===== src/pkg/sswe_pkg.sv =====
// Purpose: shared constants and types of the standby/subtract execute block
// Assumes: clk_i is the oscillator input, one clock per oscillator period
// Notes:   register offsets are byte addresses on a 32-bit wishbone bus
package sswe_pkg;

	// register byte offsets
	localparam logic [7:0] ADR_CTRL   = 8'h00;
	localparam logic [7:0] ADR_FETCH  = 8'h04;
	localparam logic [7:0] ADR_W      = 8'h08;
	localparam logic [7:0] ADR_STATUS = 8'h0c;
	localparam logic [7:0] ADR_WDT    = 8'h10;
	localparam logic [7:0] ADR_TMR    = 8'h14;
	localparam logic [7:0] ADR_PORT   = 8'h18;
	localparam logic [7:0] ADR_PC     = 8'h1c;

	// control fields
	localparam int         CTRL_WAKE_BIT = 0;
	localparam int         CTRL_PSA_BIT  = 1;
	localparam logic       CTRL_PSA_RST  = 1'b1;

	// fetch register fields
	localparam int         FETCH_VALID_BIT = 16;
	localparam int         IW              = 14;

	// status fields
	localparam int         ST_C    = 0;
	localparam int         ST_DC   = 1;
	localparam int         ST_Z    = 2;
	localparam int         ST_PD   = 3;
	localparam int         ST_TO   = 4;
	localparam int         ST_STBY = 5;
	localparam int         ST_OST  = 6;
	localparam int         PORT_PIN_LSB = 8;

	// instruction encodings
	localparam logic [13:0] OP_NOP    = 14'h0000;
	localparam logic [13:0] OP_SLEEP  = 14'h0063;
	localparam logic [13:0] OP_WATCHDOG_CLEAR_INSTR = 14'h0064;
	localparam logic [4:0]  SUBTRACT_W_FROM_LITERAL_HI  = 5'h1e;
	localparam logic [2:0]  GOTO_HI   = 3'h5;
	localparam logic [1:0]  BYTE_HI   = 2'h0;
	localparam logic [3:0]  BOP_MOVWF  = 4'h0;
	localparam logic [3:0]  BOP_MOVF   = 4'h8;
	localparam logic [3:0]  BOP_COMF   = 4'h9;
	localparam logic [3:0]  BOP_INCF   = 4'ha;
	localparam logic [3:0]  BOP_DECFSZ = 4'hb;
	localparam int          D_BIT      = 7;
	localparam logic [6:0]  F_TIMER_ZERO_COUNT     = 7'h01;
	localparam logic [6:0]  F_PORT     = 7'h05;
	localparam int          PC_W       = 11;

	// quarter phases of one instruction cycle
	localparam logic [1:0]  Q1 = 2'h0;
	localparam logic [1:0]  Q2 = 2'h1;
	localparam logic [1:0]  Q3 = 2'h2;
	localparam logic [1:0]  Q4 = 2'h3;

	// timing
	localparam int          OST_TOSC     = 1024;
	localparam int          CLK_PER_TOSC = 1;
	localparam int          OST_CYC      = OST_TOSC * CLK_PER_TOSC;
	localparam int          OST_CNT_W    = 11;
	localparam logic [7:0]  CNT_MAX      = 8'hff;
	localparam logic [7:0]  RESET_VAL_8  = 8'h00;

	typedef enum logic [1:0] {
		SSWE_OST,
		SSWE_RUN,
		SSWE_HALT
	} sswe_clk_state_t;

endpackage


===== src/pkg/sswe_clk_if.sv =====
// Purpose: quarter-phase and standby signals between core and phase maker
// Assumes: both ends run on the same oscillator clock
// Notes:   halt_req is sampled only in the last quarter
`timescale 1ns/1ps
interface sswe_clk_if;
	logic [1:0] q;
	logic       running;
	logic       standby;
	logic       ost_busy;
	logic       halt_req;
	logic       wake_req;

	modport gen  (output q, running, standby, ost_busy,
	              input  halt_req, wake_req);
	modport core (input  q, running, standby, ost_busy,
	              output halt_req, wake_req);
endinterface


===== src/rtl/sswe_core.sv =====
// Purpose: executes standby, watchdog clear, subtract from literal and
//          a small set of byte, jump and skip instructions
// Assumes: software feeds instruction words over wishbone
// Notes:   wishbone ack comes one cycle after the request
//
// How it works
// RULE_01 - read-modify-write of the port takes the synchronised pin levels
// RULE_02 - writing timer zero clears the prescaler when timer owns it
// RULE_03 - jumps and taken skips run a second cycle as a no-operation
// RULE_04 - standby instruction zeroes watchdog counter and its prescaler
// RULE_05 - standby clears powerdown flag and sets timeout flag only
// RULE_06 - standby decodes, idles two quarters, enters standby in last
// RULE_07 - subtract: literal minus working register, result into W
// RULE_08 - subtract updates carry, digit carry and zero; carry means no borrow
// RULE_09 - subtract reads literal Q2, computes Q3, writes W in Q4
// RULE_10 - an instruction cycle is four oscillator clocks
// RULE_11 - start-up timer waits 1024 oscillator clocks before running
// RULE_12 - watchdog clear touches only the timeout and powerdown flags
// RULE_13 - PC increments in Q1 while the next word is prefetched
`timescale 1ns/1ps
module sswe_core (
	input  wire logic        clk_i,
	input  wire logic        sys_rst_i,
	input  wire logic        wb_cyc_i,
	input  wire logic        wb_stb_i,
	input  wire logic        wb_we_i,
	input  wire logic [7:0]  wb_adr_i,
	input  wire logic [3:0]  wb_sel_i,
	input  wire logic [31:0] wb_dat_i,
	output logic      [31:0] wb_dat_o,
	output logic             wb_ack_o,
	input  wire logic [7:0]  port_pins_i,
	output logic      [7:0]  port_latch_o,
	output logic             standby_o,
	output logic      [1:0]  q_phase_o
);
	sswe_clk_if cif ();

	sswe_qgen u_qgen (
		.clk_i     (clk_i),
		.sys_rst_i (sys_rst_i),
		.cif       (cif.gen)
	);

	// byte-lane merge of a bus write into an old value
	function automatic logic [31:0] sswe_merge(input logic [31:0] old,
	                                           input logic [31:0] dat,
	                                           input logic [3:0]  sel);
		logic [31:0] m;
		m = {{8{sel[3]}}, {8{sel[2]}}, {8{sel[1]}}, {8{sel[0]}}};
		return (old & ~m) | (dat & m);
	endfunction

	// literal minus w as {dc, c, result}, carry set means no borrow
	function automatic logic [9:0] sswe_sub(input logic [7:0] k,
	                                        input logic [7:0] w);
		logic [8:0] full;
		logic [4:0] low;
		full = {1'b0, k} + {1'b0, ~w} + 9'h001;
		low  = {1'b0, k[3:0]} + {1'b0, ~w[3:0]} + 5'h01;
		return {low[4], full[8], full[7:0]};
	endfunction

	localparam int IW_W = sswe_pkg::IW;

	logic             ack_r;
	logic [31:0]      rdat_r;
	logic             psa_r;
	logic             wake_r;
	logic [IW_W-1:0]  fetch_r;
	logic             fetch_vld_r;
	logic [IW_W-1:0]  ir_r;
	logic [sswe_pkg::PC_W-1:0] pc_r;
	logic [7:0]       w_r;
	logic             c_r;
	logic             dc_r;
	logic             z_r;
	logic             pd_r;
	logic             to_r;
	logic [7:0]       opnd_r;
	logic [9:0]       alu_r;
	logic             skip_r;
	logic [7:0]       wdt_r;
	logic [7:0]       presc_r;
	logic [7:0]       tmr_r;
	logic [7:0]       latch_r;
	logic [7:0]       pins_m_r;
	logic [7:0]       pins_s_r;

	// bus strobes
	logic bus_req;
	logic bus_wr;
	assign bus_req = wb_cyc_i && wb_stb_i && !ack_r;
	assign bus_wr  = bus_req && wb_we_i;

	// instruction decode
	logic [6:0] f_adr;
	logic       d_file;
	logic [3:0] bop;
	logic       is_byte;
	logic       is_subtract_w_from_literal;
	logic       is_sleep;
	logic       is_watchdog_clear_instr;
	logic       is_goto;
	logic       is_wrf;
	logic       at_q4;
	assign f_adr     = ir_r[6:0];
	assign d_file    = ir_r[sswe_pkg::D_BIT];
	assign bop       = ir_r[11:8];
	assign is_byte   = ir_r[13:12] == sswe_pkg::BYTE_HI &&
	                   (bop != sswe_pkg::BOP_MOVWF || d_file);
	assign is_subtract_w_from_literal  = ir_r[13:9] == sswe_pkg::SUBTRACT_W_FROM_LITERAL_HI;
	assign is_sleep  = ir_r == sswe_pkg::OP_SLEEP;
	assign is_watchdog_clear_instr = ir_r == sswe_pkg::OP_WATCHDOG_CLEAR_INSTR;
	assign is_goto   = ir_r[13:11] == sswe_pkg::GOTO_HI;
	assign is_wrf    = is_byte && d_file;
	assign at_q4     = cif.running && cif.q == sswe_pkg::Q4;

	// standby request sampled by the phase maker in Q4
	assign cif.halt_req = is_sleep; // see RULE_06
	assign cif.wake_req = wake_r;

	assign wb_ack_o     = ack_r;
	assign wb_dat_o     = rdat_r;
	assign port_latch_o = latch_r;
	assign standby_o    = cif.standby;
	assign q_phase_o    = cif.q;

	// two-stage synchroniser on the port pins
	always_ff @(posedge clk_i) begin
		if (sys_rst_i) begin
			pins_m_r <= sswe_pkg::RESET_VAL_8;
			pins_s_r <= sswe_pkg::RESET_VAL_8;
		end else begin
			pins_m_r <= port_pins_i;
			pins_s_r <= pins_m_r;
		end
	end

	// wishbone ack, one cycle per request
	always_ff @(posedge clk_i) begin
		if (sys_rst_i) begin
			ack_r <= 1'b0;
		end else begin
			ack_r <= bus_req;
		end
	end

	// read data, unmapped reads answer zero
	always_ff @(posedge clk_i) begin
		if (sys_rst_i) begin
			rdat_r <= '0;
		end else if (bus_req) begin
			case (wb_adr_i)
				sswe_pkg::ADR_CTRL:   rdat_r <= 32'(psa_r) <<
				                          sswe_pkg::CTRL_PSA_BIT;
				sswe_pkg::ADR_FETCH:  rdat_r <= 32'(fetch_r) |
				                          (32'(fetch_vld_r) <<
				                           sswe_pkg::FETCH_VALID_BIT);
				sswe_pkg::ADR_W:      rdat_r <= 32'(w_r);
				sswe_pkg::ADR_STATUS: rdat_r <=
				    (32'(c_r)          << sswe_pkg::ST_C)  |
				    (32'(dc_r)         << sswe_pkg::ST_DC) |
				    (32'(z_r)          << sswe_pkg::ST_Z)  |
				    (32'(pd_r)         << sswe_pkg::ST_PD) |
				    (32'(to_r)         << sswe_pkg::ST_TO) |
				    (32'(cif.standby)  << sswe_pkg::ST_STBY) |
				    (32'(cif.ost_busy) << sswe_pkg::ST_OST);
				sswe_pkg::ADR_WDT:    rdat_r <= 32'(wdt_r);
				sswe_pkg::ADR_TMR:    rdat_r <= 32'(tmr_r);
				sswe_pkg::ADR_PORT:   rdat_r <= 32'(latch_r) |
				    (32'(pins_s_r) << sswe_pkg::PORT_PIN_LSB);
				sswe_pkg::ADR_PC:     rdat_r <= 32'(pc_r);
				default:              rdat_r <= '0;
			endcase
		end
	end

	// control register: prescaler owner and wake pulse
	always_ff @(posedge clk_i) begin
		if (sys_rst_i) begin
			psa_r  <= sswe_pkg::CTRL_PSA_RST;
			wake_r <= 1'b0;
		end else begin
			wake_r <= bus_wr && wb_adr_i == sswe_pkg::ADR_CTRL &&
			          wb_sel_i[0] && wb_dat_i[sswe_pkg::CTRL_WAKE_BIT];
			if (bus_wr && wb_adr_i == sswe_pkg::ADR_CTRL && wb_sel_i[0]) begin
				psa_r <= wb_dat_i[sswe_pkg::CTRL_PSA_BIT];
			end
		end
	end

	// prefetch word; a new write wins over consumption in the same cycle
	always_ff @(posedge clk_i) begin
		if (sys_rst_i) begin
			fetch_r     <= sswe_pkg::OP_NOP;
			fetch_vld_r <= 1'b0;
		end else if (bus_wr && wb_adr_i == sswe_pkg::ADR_FETCH) begin
			fetch_r     <= IW_W'(sswe_merge(32'(fetch_r), wb_dat_i, wb_sel_i));
			fetch_vld_r <= 1'b1;
		end else if (at_q4 && !skip_r && !is_goto) begin
			fetch_vld_r <= 1'b0;
		end
	end

	// instruction register and program counter
	always_ff @(posedge clk_i) begin
		if (sys_rst_i) begin
			ir_r <= sswe_pkg::OP_NOP;
			pc_r <= '0;
		end else if (cif.running) begin
			if (cif.q == sswe_pkg::Q1) begin
				pc_r <= pc_r + 1'b1; // see RULE_13
			end
			if (at_q4) begin
				if (is_goto) begin
					pc_r <= ir_r[sswe_pkg::PC_W-1:0];
					ir_r <= sswe_pkg::OP_NOP; // see RULE_03
				end else if (skip_r) begin
					ir_r <= sswe_pkg::OP_NOP; // see RULE_03
				end else begin
					ir_r <= fetch_vld_r ? fetch_r : sswe_pkg::OP_NOP; // see RULE_13
				end
			end
		end
	end

	// Q2 operand read, Q3 compute
	always_ff @(posedge clk_i) begin
		if (sys_rst_i) begin
			opnd_r <= '0;
			alu_r  <= '0;
		end else if (cif.running && cif.q == sswe_pkg::Q2) begin
			if (is_subtract_w_from_literal) begin
				opnd_r <= ir_r[7:0]; // see RULE_09
			end else if (f_adr == sswe_pkg::F_PORT) begin
				opnd_r <= pins_s_r; // see RULE_01
			end else if (f_adr == sswe_pkg::F_TIMER_ZERO_COUNT) begin
				opnd_r <= tmr_r;
			end else begin
				opnd_r <= sswe_pkg::RESET_VAL_8;
			end
		end else if (cif.running && cif.q == sswe_pkg::Q3) begin
			if (is_subtract_w_from_literal) begin
				alu_r <= sswe_sub(opnd_r, w_r); // see RULE_07
			end else begin
				case (bop)
					sswe_pkg::BOP_MOVWF:  alu_r <= {2'b00, w_r};
					sswe_pkg::BOP_COMF:   alu_r <= {2'b00, ~opnd_r};
					sswe_pkg::BOP_INCF:   alu_r <= {2'b00, opnd_r + 8'h01};
					sswe_pkg::BOP_DECFSZ: alu_r <= {2'b00, opnd_r - 8'h01};
					default:              alu_r <= {2'b00, opnd_r};
				endcase
			end
		end
	end

	// skip decision for decrement-and-skip, held through Q4
	always_ff @(posedge clk_i) begin
		if (sys_rst_i) begin
			skip_r <= 1'b0;
		end else if (cif.running && cif.q == sswe_pkg::Q3) begin
			skip_r <= is_byte && bop == sswe_pkg::BOP_DECFSZ &&
			          opnd_r == 8'h01;
		end else if (at_q4) begin
			skip_r <= 1'b0;
		end
	end

	// working register and arithmetic flags, Q4 write
	always_ff @(posedge clk_i) begin
		if (sys_rst_i) begin
			w_r  <= sswe_pkg::RESET_VAL_8;
			c_r  <= 1'b0;
			dc_r <= 1'b0;
			z_r  <= 1'b0;
		end else if (at_q4 && is_subtract_w_from_literal) begin
			w_r  <= alu_r[7:0]; // see RULE_09
			c_r  <= alu_r[8]; // see RULE_08
			dc_r <= alu_r[9]; // see RULE_08
			z_r  <= alu_r[7:0] == 8'h00; // see RULE_08
		end else if (at_q4 && is_byte) begin
			if (!d_file) begin
				w_r <= alu_r[7:0];
			end
			if (bop == sswe_pkg::BOP_MOVF || bop == sswe_pkg::BOP_COMF ||
			    bop == sswe_pkg::BOP_INCF) begin
				z_r <= alu_r[7:0] == 8'h00;
			end
		end else if (bus_wr && wb_adr_i == sswe_pkg::ADR_W && wb_sel_i[0]) begin
			w_r <= wb_dat_i[7:0];
		end
	end

	// powerdown and timeout flags
	always_ff @(posedge clk_i) begin
		if (sys_rst_i) begin
			pd_r <= 1'b1;
			to_r <= 1'b1;
		end else if (at_q4 && is_sleep) begin
			pd_r <= 1'b0; // see RULE_05
			to_r <= 1'b1; // see RULE_05
		end else if (at_q4 && is_watchdog_clear_instr) begin
			pd_r <= 1'b1; // see RULE_12
			to_r <= 1'b1; // see RULE_12
		end else if (cif.running && wdt_r == sswe_pkg::CNT_MAX &&
		             (psa_r ? presc_r == sswe_pkg::CNT_MAX : at_q4)) begin
			to_r <= 1'b0;
		end
	end

	// shared prescaler, watchdog and timer zero
	logic wdt_clr;
	logic tmr_wr_i;
	logic tmr_wr_b;
	logic tick;
	logic wrap;
	assign wdt_clr  = at_q4 && (is_sleep || is_watchdog_clear_instr);
	assign tmr_wr_i = at_q4 && is_wrf && f_adr == sswe_pkg::F_TIMER_ZERO_COUNT;
	assign tmr_wr_b = bus_wr && wb_adr_i == sswe_pkg::ADR_TMR && wb_sel_i[0];
	assign tick     = at_q4;
	assign wrap     = presc_r == sswe_pkg::CNT_MAX;

	always_ff @(posedge clk_i) begin
		if (sys_rst_i) begin
			presc_r <= sswe_pkg::RESET_VAL_8;
			wdt_r   <= sswe_pkg::RESET_VAL_8;
			tmr_r   <= sswe_pkg::RESET_VAL_8;
		end else begin
			if (wdt_clr) begin
				wdt_r <= sswe_pkg::RESET_VAL_8; // see RULE_04
			end else if (tick && (!psa_r || wrap)) begin
				wdt_r <= wdt_r + 8'h01;
			end
			if (wdt_clr && psa_r) begin
				presc_r <= sswe_pkg::RESET_VAL_8; // see RULE_04
			end else if ((tmr_wr_i || tmr_wr_b) && !psa_r) begin
				presc_r <= sswe_pkg::RESET_VAL_8; // see RULE_02
			end else if (tick) begin
				presc_r <= presc_r + 8'h01;
			end
			if (tmr_wr_i) begin
				tmr_r <= alu_r[7:0];
			end else if (tmr_wr_b) begin
				tmr_r <= wb_dat_i[7:0];
			end else if (tick && (psa_r || wrap)) begin
				tmr_r <= tmr_r + 8'h01;
			end
		end
	end

	// port output latch
	always_ff @(posedge clk_i) begin
		if (sys_rst_i) begin
			latch_r <= sswe_pkg::RESET_VAL_8;
		end else if (at_q4 && is_wrf && f_adr == sswe_pkg::F_PORT) begin
			latch_r <= alu_r[7:0]; // see RULE_01
		end else if (bus_wr && wb_adr_i == sswe_pkg::ADR_PORT && wb_sel_i[0]) begin
			latch_r <= wb_dat_i[7:0];
		end
	end

	AST_SUB_W: assert property (@(posedge clk_i) disable iff (sys_rst_i)
		(cif.running && cif.q == sswe_pkg::Q1 && is_subtract_w_from_literal) ##3 at_q4
		|=> w_r == $past(ir_r[7:0], 4) - $past(w_r, 4)) // see RULE_07
		else $error("subtract result wrong");

	AST_SUB_C: assert property (@(posedge clk_i) disable iff (sys_rst_i)
		(at_q4 && is_subtract_w_from_literal) |=> c_r == ($past(ir_r[7:0]) >= $past(w_r))
		&& z_r == ($past(ir_r[7:0]) == $past(w_r))) // see RULE_08
		else $error("subtract flags wrong");

	AST_SLEEP_FLAGS: assert property (@(posedge clk_i) disable iff (sys_rst_i)
		(at_q4 && is_sleep) |=> !pd_r && to_r && wdt_r == 8'h00
		&& $stable(c_r) && $stable(z_r)) // see RULE_05
		else $error("standby flags wrong");

	AST_SLEEP_HALT: assert property (@(posedge clk_i) disable iff (sys_rst_i) // see RULE_06
		(at_q4 && is_sleep) |=> cif.standby ##1 (cif.standby || $past(wake_r)))
		else $error("standby not entered");

	AST_SLEEP_PRESC: assert property (@(posedge clk_i) disable iff (sys_rst_i)
		(at_q4 && is_sleep && psa_r) |=> presc_r == 8'h00) // see RULE_04
		else $error("prescaler not cleared");

	AST_TMR_PRESC: assert property (@(posedge clk_i) disable iff (sys_rst_i)
		(tmr_wr_i && !psa_r && !wdt_clr) |=> presc_r == 8'h00) // see RULE_02
		else $error("prescaler kept after timer write");

	AST_RMW_PIN: assert property (@(posedge clk_i) disable iff (sys_rst_i)
		(cif.running && cif.q == sswe_pkg::Q2 && is_wrf &&
		 bop == sswe_pkg::BOP_MOVF && f_adr == sswe_pkg::F_PORT)
		##2 at_q4 |=> latch_r == $past(pins_s_r, 3)) // see RULE_01
		else $error("port written from latch");

	AST_FLUSH: assert property (@(posedge clk_i) disable iff (sys_rst_i)
		(at_q4 && (is_goto || skip_r)) |=> ir_r == sswe_pkg::OP_NOP
		##4 !(skip_r || is_goto)) // see RULE_03
		else $error("second cycle not a no-operation");

	AST_WATCHDOG_CLEAR_INSTR: assert property (@(posedge clk_i) disable iff (sys_rst_i)
		(at_q4 && is_watchdog_clear_instr) |=> pd_r && to_r && wdt_r == 8'h00
		&& $stable(w_r) && $stable(c_r)) // see RULE_12
		else $error("watchdog clear wrong");

	AST_ACK: assert property (@(posedge clk_i) disable iff (sys_rst_i)
		ack_r |=> !ack_r)
		else $error("ack held too long");
endmodule


===== src/rtl/sswe_qgen.sv =====
// Purpose: quarter-phase generator with oscillator start-up timer
// Assumes: one clk_i edge per oscillator period
// Notes:   phases stand still in standby, as the oscillator would
`timescale 1ns/1ps
module sswe_qgen (
	input  wire logic   clk_i,
	input  wire logic   sys_rst_i,
	sswe_clk_if.gen     cif
);
	sswe_pkg::sswe_clk_state_t  state_r;
	logic [1:0]                 q_r;
	logic [sswe_pkg::OST_CNT_W-1:0] ost_cnt_r;

	localparam logic [sswe_pkg::OST_CNT_W-1:0] OST_LAST =
		sswe_pkg::OST_CNT_W'(sswe_pkg::OST_CYC - 1);

	assign cif.q        = q_r;
	assign cif.running  = (state_r == sswe_pkg::SSWE_RUN);
	assign cif.standby  = (state_r == sswe_pkg::SSWE_HALT);
	assign cif.ost_busy = (state_r == sswe_pkg::SSWE_OST);

	// start-up count, quarter stepping and standby entry
	always_ff @(posedge clk_i) begin
		if (sys_rst_i) begin
			state_r   <= sswe_pkg::SSWE_OST;
			q_r       <= sswe_pkg::Q1;
			ost_cnt_r <= '0;
		end else begin
			case (state_r)
				sswe_pkg::SSWE_OST: begin
					if (ost_cnt_r == OST_LAST) begin // see RULE_11
						state_r   <= sswe_pkg::SSWE_RUN;
						ost_cnt_r <= '0;
					end else begin
						ost_cnt_r <= ost_cnt_r + 1'b1;
					end
					q_r <= sswe_pkg::Q1;
				end
				sswe_pkg::SSWE_RUN: begin
					q_r <= q_r + 1'b1; // see RULE_10
					if (q_r == sswe_pkg::Q4 && cif.halt_req) begin
						state_r <= sswe_pkg::SSWE_HALT; // see RULE_06
					end
				end
				sswe_pkg::SSWE_HALT: begin
					if (cif.wake_req) begin
						state_r <= sswe_pkg::SSWE_OST;
					end
				end
				default: begin
					state_r <= sswe_pkg::SSWE_OST;
				end
			endcase
		end
	end

	// release to run only after the full start-up count
	AST_OST_FULL: assert property (@(posedge clk_i) disable iff (sys_rst_i)
		$rose(cif.running) |-> $past(ost_cnt_r) == OST_LAST) // see RULE_11
		else $error("start-up count too short");

	// four clocks make one instruction cycle
	AST_QUAD: assert property (@(posedge clk_i) disable iff (sys_rst_i)
		(cif.running && q_r == sswe_pkg::Q1) ##1 cif.running[*3]
		|-> q_r == sswe_pkg::Q4) // see RULE_10
		else $error("quarter sequence broken");
endmodule


===== config.mk =====
export PLATFORM = sky130hd
export DESIGN_NAME = sswe_core
export DESIGN_NICKNAME = d
export VERILOG_FILES = /design/src/pkg/sswe_pkg.sv /design/src/pkg/sswe_clk_if.sv /design/src/rtl/sswe_core.sv /design/src/rtl/sswe_qgen.sv
export SDC_FILE = /design/constraint.sdc
export NUM_CORES = 1
export LEC_CHECK = 0
export BUFFER_PORTS_ARGS = -buffer_cell sky130_fd_sc_hd__buf_2
export CAP_MARGIN = 30
export CELL_PAD_IN_SITES_DETAIL_PLACEMENT = 1
export CELL_PAD_IN_SITES_GLOBAL_PLACEMENT = 2
export CORE_MARGIN = 2
export CORE_UTILIZATION = 39
export CTS_BUF_LIST = sky130_fd_sc_hd__clkbuf_8
export CTS_CLUSTER_DIAMETER = 80
export DETAILED_ROUTE_END_ITERATION = 6
export PLACE_DENSITY_LB_ADDON = 0.1
export SETUP_SLACK_MARGIN = 0.05
export SLEW_MARGIN = 10
export SYNTH_ARGS = -nofsm -noshare
export SYNTH_HDL_FRONTEND = slang
export SYNTH_SLANG_ARGS = --single-unit
export TNS_END_PERCENT = 5

===== constraint.sdc =====
create_clock -name clk_i -period 4.2 [get_ports clk_i]
set_clock_uncertainty 0.1 [all_clocks]
set_input_delay 0.21 -clock clk_i [delete_from_list [all_inputs] [get_ports clk_i]]
set_output_delay 0.21 -clock clk_i [all_outputs]
set_load 0.01 [all_outputs]

==> results.md <==
* Status: finished, final reports clean
* CTS-repair resized insts at 0
* Ratio of cells with drive above 1 in the final layout at 14.3%
* CTS Root Cell: sky130_fd_sc_hd__clkbuf_8
* Vias in the first global route at 7210
* Kind of capture point of the worst setup path: register
* Number of setup violations in the final report at 0
* Complex-gate fraction of the synthesized area at 20.0%
* Least-Margin Pin Slew at 866 ps
* Overall fraction of global-route tracks in use at between 20% and 30%
* Die area at about 23000 sq um
* Syn. warnings at 0
* Total wire length after detailed routing at 28100 um
* Clock Latency Late Sink at 470 ps
* Routed WL per cell at between 20 and 25 um
* CP Data Required Time at 4480 ps
* Average cell area after synthesis at 8.46 sq um
* Total of max-cap violations at 0
* Layout filler cell count at 2529
* Register area at 3100 sq um
* Post-detail-place hpwl at 20500 um
* Highest attainable clock frequency at 0.359 GHz
* Clock slew seen by the registers of the worst setup and hold paths at 100 ps
* Slowest CP cell: sky130_fd_sc_hd__dfxtp_1
* TritonCTS clock tree: built
* Starting utilization of the core area at 39.8%
* Power per cell area at 300 nW/um^2
* Area Overhead vs Synth at 12.1%
* Area share of fa/ha/maj cells after synthesis at roughly 3.2%
* Crit-path cells: inv_1 > ha_1 > fa_1 > nand2b_1 > a21oi_1 > a31oi_1 > nor2b_1 > o2111ai_1 > a31oi_1
* Post-synthesis sequential area ratio at a little under two fifths
* Smallest setup slack after layout at 1410 ps
* HP Class: input pin to register
* Port buffer count at 65
* Maximum clock insertion buffer count at 2
* Slowest cell delay on critical path at 620 ps
* Post-synth top flop: sky130_fd_sc_hd__dfxtp_1
* First-pass GRT wire length at 42900 um
* Row count at 53
* DRC errors left at 0
* Aggregate global routing overflow at 0
* Portion of the clock cycle consumed by the worst path in the final layout at about 66%
* Synth Area in XOR/XNOR at 4.18%
* Largest fanout of any net on the critical path at 12
* Hold violation count in the final report at 0
* Post-synth EDFFs at 0
* Synth Cell Area at roughly 8400 sq um
* Startpoint types: register
* # H-tree levels at 4
* Slew headroom at 42.2%
* Pre-CTS WS at around 1400 ps
* Main combinational cell family by area after synthesis: simple AND/OR/NAND/NOR gates
* Post-route insts no fill at about 1300
* Number of distinct library cells after synthesis at 83
* Number of antenna violations at the first check in global routing at 3
* Post-synthesis share of cell area spent on and, or, nand and nor gates at 23.4%
* Static Leak at 3.50 nW
* Post-route antenna net violation count at 0
* Core Footprint at 21000 sq um
* Cells after Synth at 990
* Footprint of the multi-input gates at ~5000 sq um
* Multiplexer share of the synthesized area at 6.77%
* Via-per-instance ratio at 5.71
* Shortest clock period the worst path allows after layout at 2790 ps
* Most Frequent Cell on Critical Path: sky130_fd_sc_hd__a31oi_1
* Cts bufs inserted at 17
* Max Transition Viols Final at 0
* Initial DRC Count at approximately 500
* Maximum vdd drop at ~0.18 mV
* Worst setup path class: register to register
* Number of vias after detailed routing at between 7000 and 8000
* Total number of nets in the final design at 1116
* Initial DRT Pass Iterations at 4
* Worst Path Arrival at 3060 ps
* Final GP Congestion at 0.859
* Height of the die at 151 um
* TNS Setup at 0 ps
* Flops & latches, synth at about 160
* # placed instances at approximately 1300
* Clock sink count at 155
* Asr flop ratio synth at 0%
* Maximum number of pins on one net before global-route repair at about 60
* Width of the chip at 151 um
* Unrepaired setup endpoints after global routing: false
* I/O pin count at 101
cell usage after synthesis (17+ instances only):
cell | count | area share, %
sky130_fd_sc_hd__a211oi_1 | 38 | 3.4
sky130_fd_sc_hd__o21ai_0 | 37 | 2.2
sky130_fd_sc_hd__ha_1 | 20 | 3.0
sky130_fd_sc_hd__nor2_1 | 137 | 6.1
sky130_fd_sc_hd__nor2b_1 | 26 | 1.9
sky130_fd_sc_hd__a22oi_1 | 36 | 3.2
sky130_fd_sc_hd__nand3_1 | 27 | 1.6
sky130_fd_sc_hd__xor2_1 | 25 | 2.6
sky130_fd_sc_hd__mux2i_1 | 33 | 3.9
sky130_fd_sc_hd__buf_4 | 17 | 1.5
sky130_fd_sc_hd__clkbuf_1 | 45 | 2.0
sky130_fd_sc_hd__dfxtp_1 | 155 | 37
sky130_fd_sc_hd__a21oi_1 | 40 | 2.4
sky130_fd_sc_hd__nor3_1 | 21 | 1.3
sky130_fd_sc_hd__nand2_1 | 81 | 3.6
through the flow:
step	cell area [sq um]	utilization, %	hold WS (ps)	power (mW)
2_1_floorplan	8430	-	228	1.60
3_3_place_gp	8760	41.7	319	1.64
3_5_place_dp	8760	41.7	326	1.64
4_1_cts	9390	44.7	11.1	2.84
5_1_grt	9390	44.7	37.3	2.92
6_report	9390	44.7	38.5	2.82
cells by family after synthesis:
kind of cell	Yosys count
buffers and inverters	93
multiplexers	51
other	1
adder cells (fa/ha/maj)	21
XOR/XNOR	40
AO/OA/AOI/OAI	241
flip-flops	155
AND/OR/NAND/NOR	388
registers in the layout, indices dropped and copies added, names as in the netlist, 2 cells and up, named ones only:
register	flops
wdt_r	8
u_qgen.cif.q	2
port_latch_o	8
opnd_r	8
pins_m_r	8
ir_r	14
presc_r	8
pins_s_r	8
alu_r	10
u_qgen.ost_cnt_r	11
pc_r	11
wb_dat_o	17
w_r	8
u_qgen.state_r	2
tmr_r	8
power breakdown:
part | switching, mW | internal, mW
Combinational | 0.0844 | 0.0492
Sequential | 0.00635 | 1.48
Clock | 0.689 | 0.508
Total | 0.780 | 2.04
placed cells by master (no fill, tap or decap), types with 13 or more instances in the layout:
cell | netlist | routed
sky130_fd_sc_hd__a21oi_1 | 40 | 40
sky130_fd_sc_hd__buf_2 | 10 | 64
sky130_fd_sc_hd__conb_1 | 1 | 15
sky130_fd_sc_hd__xnor2_1 | 15 | 15
sky130_fd_sc_hd__ha_1 | 20 | 20
sky130_fd_sc_hd__o21ai_0 | 37 | 37
sky130_fd_sc_hd__a22oi_1 | 36 | 36
sky130_fd_sc_hd__nand2_1 | 81 | 81
sky130_fd_sc_hd__nor2b_1 | 26 | 26
sky130_fd_sc_hd__mux2_2 | 15 | 15
sky130_fd_sc_hd__nor3_1 | 21 | 20
sky130_fd_sc_hd__nand3_1 | 27 | 27
sky130_fd_sc_hd__or3_1 | 13 | 13
sky130_fd_sc_hd__inv_1 | 15 | 15
sky130_fd_sc_hd__dlygate4sd3_1 | 0 | 21
sky130_fd_sc_hd__a211oi_1 | 38 | 38
sky130_fd_sc_hd__and3_1 | 15 | 15
sky130_fd_sc_hd__xor2_1 | 25 | 25
sky130_fd_sc_hd__dfxtp_1 | 155 | 155
sky130_fd_sc_hd__clkbuf_8 | 0 | 17
sky130_fd_sc_hd__mux2i_1 | 33 | 33
sky130_fd_sc_hd__nor2_1 | 137 | 137
final cells by class:
cell class | count | share of cell area [%]
inverters | 15 | 0.599
diodes | 2 | 0.0533
clock buffers | 17 | 2.49
clock inverters | 15 | 1.93
repair buffers | 93 | 6.29
multi-input cells | 756 | 51.9
flip-flops and latches | 155 | 33.0
well taps | 275 | 3.66
layer usage:
metal	wire length (um)	global-route usage, %	vias up
li1	-	-	3654
met5	0	0	-
met2	13000	40.8	197
met4	214	4.53	0
met3	1450	3.82	12
met1	13400	35.7	3724
worst max-delay path, delay by kind of cell, from the launching register on:
family	cells	cell delay, ps
DFF	1	620
adders and majority gates	2	690
and+or+nand+nor	2	300
buffers and inverters	1	220
AOI/OAI and AO/OA	4	760
repair_timing:
item | 4_1_cts | 5_1_grt
setup buffers | 0 | 0
hold buffers | 21 | 0
hold endpoints to repair | 22 | 0
worst paths after layout:
path | slack (ps) | start | endpoint | cells past startpoint
min reg2reg | 350 | pins_m_r[0]$_SDFF_PP0_ | pins_s_r[0]$_SDFF_PP0_ | 1
min | 40 | wb_dat_i[5] | register | 3
max | 1410 | opnd_r[0]$_SDFFE_PP0P_ | alu_r[8]$_SDFFE_PP0P_ | 9
max reg2reg | 1410 | opnd_r[0]$_SDFFE_PP0P_ | alu_r[8]$_SDFFE_PP0P_ | 9
No activity file was read; power rests on OpenSTA's default activity.
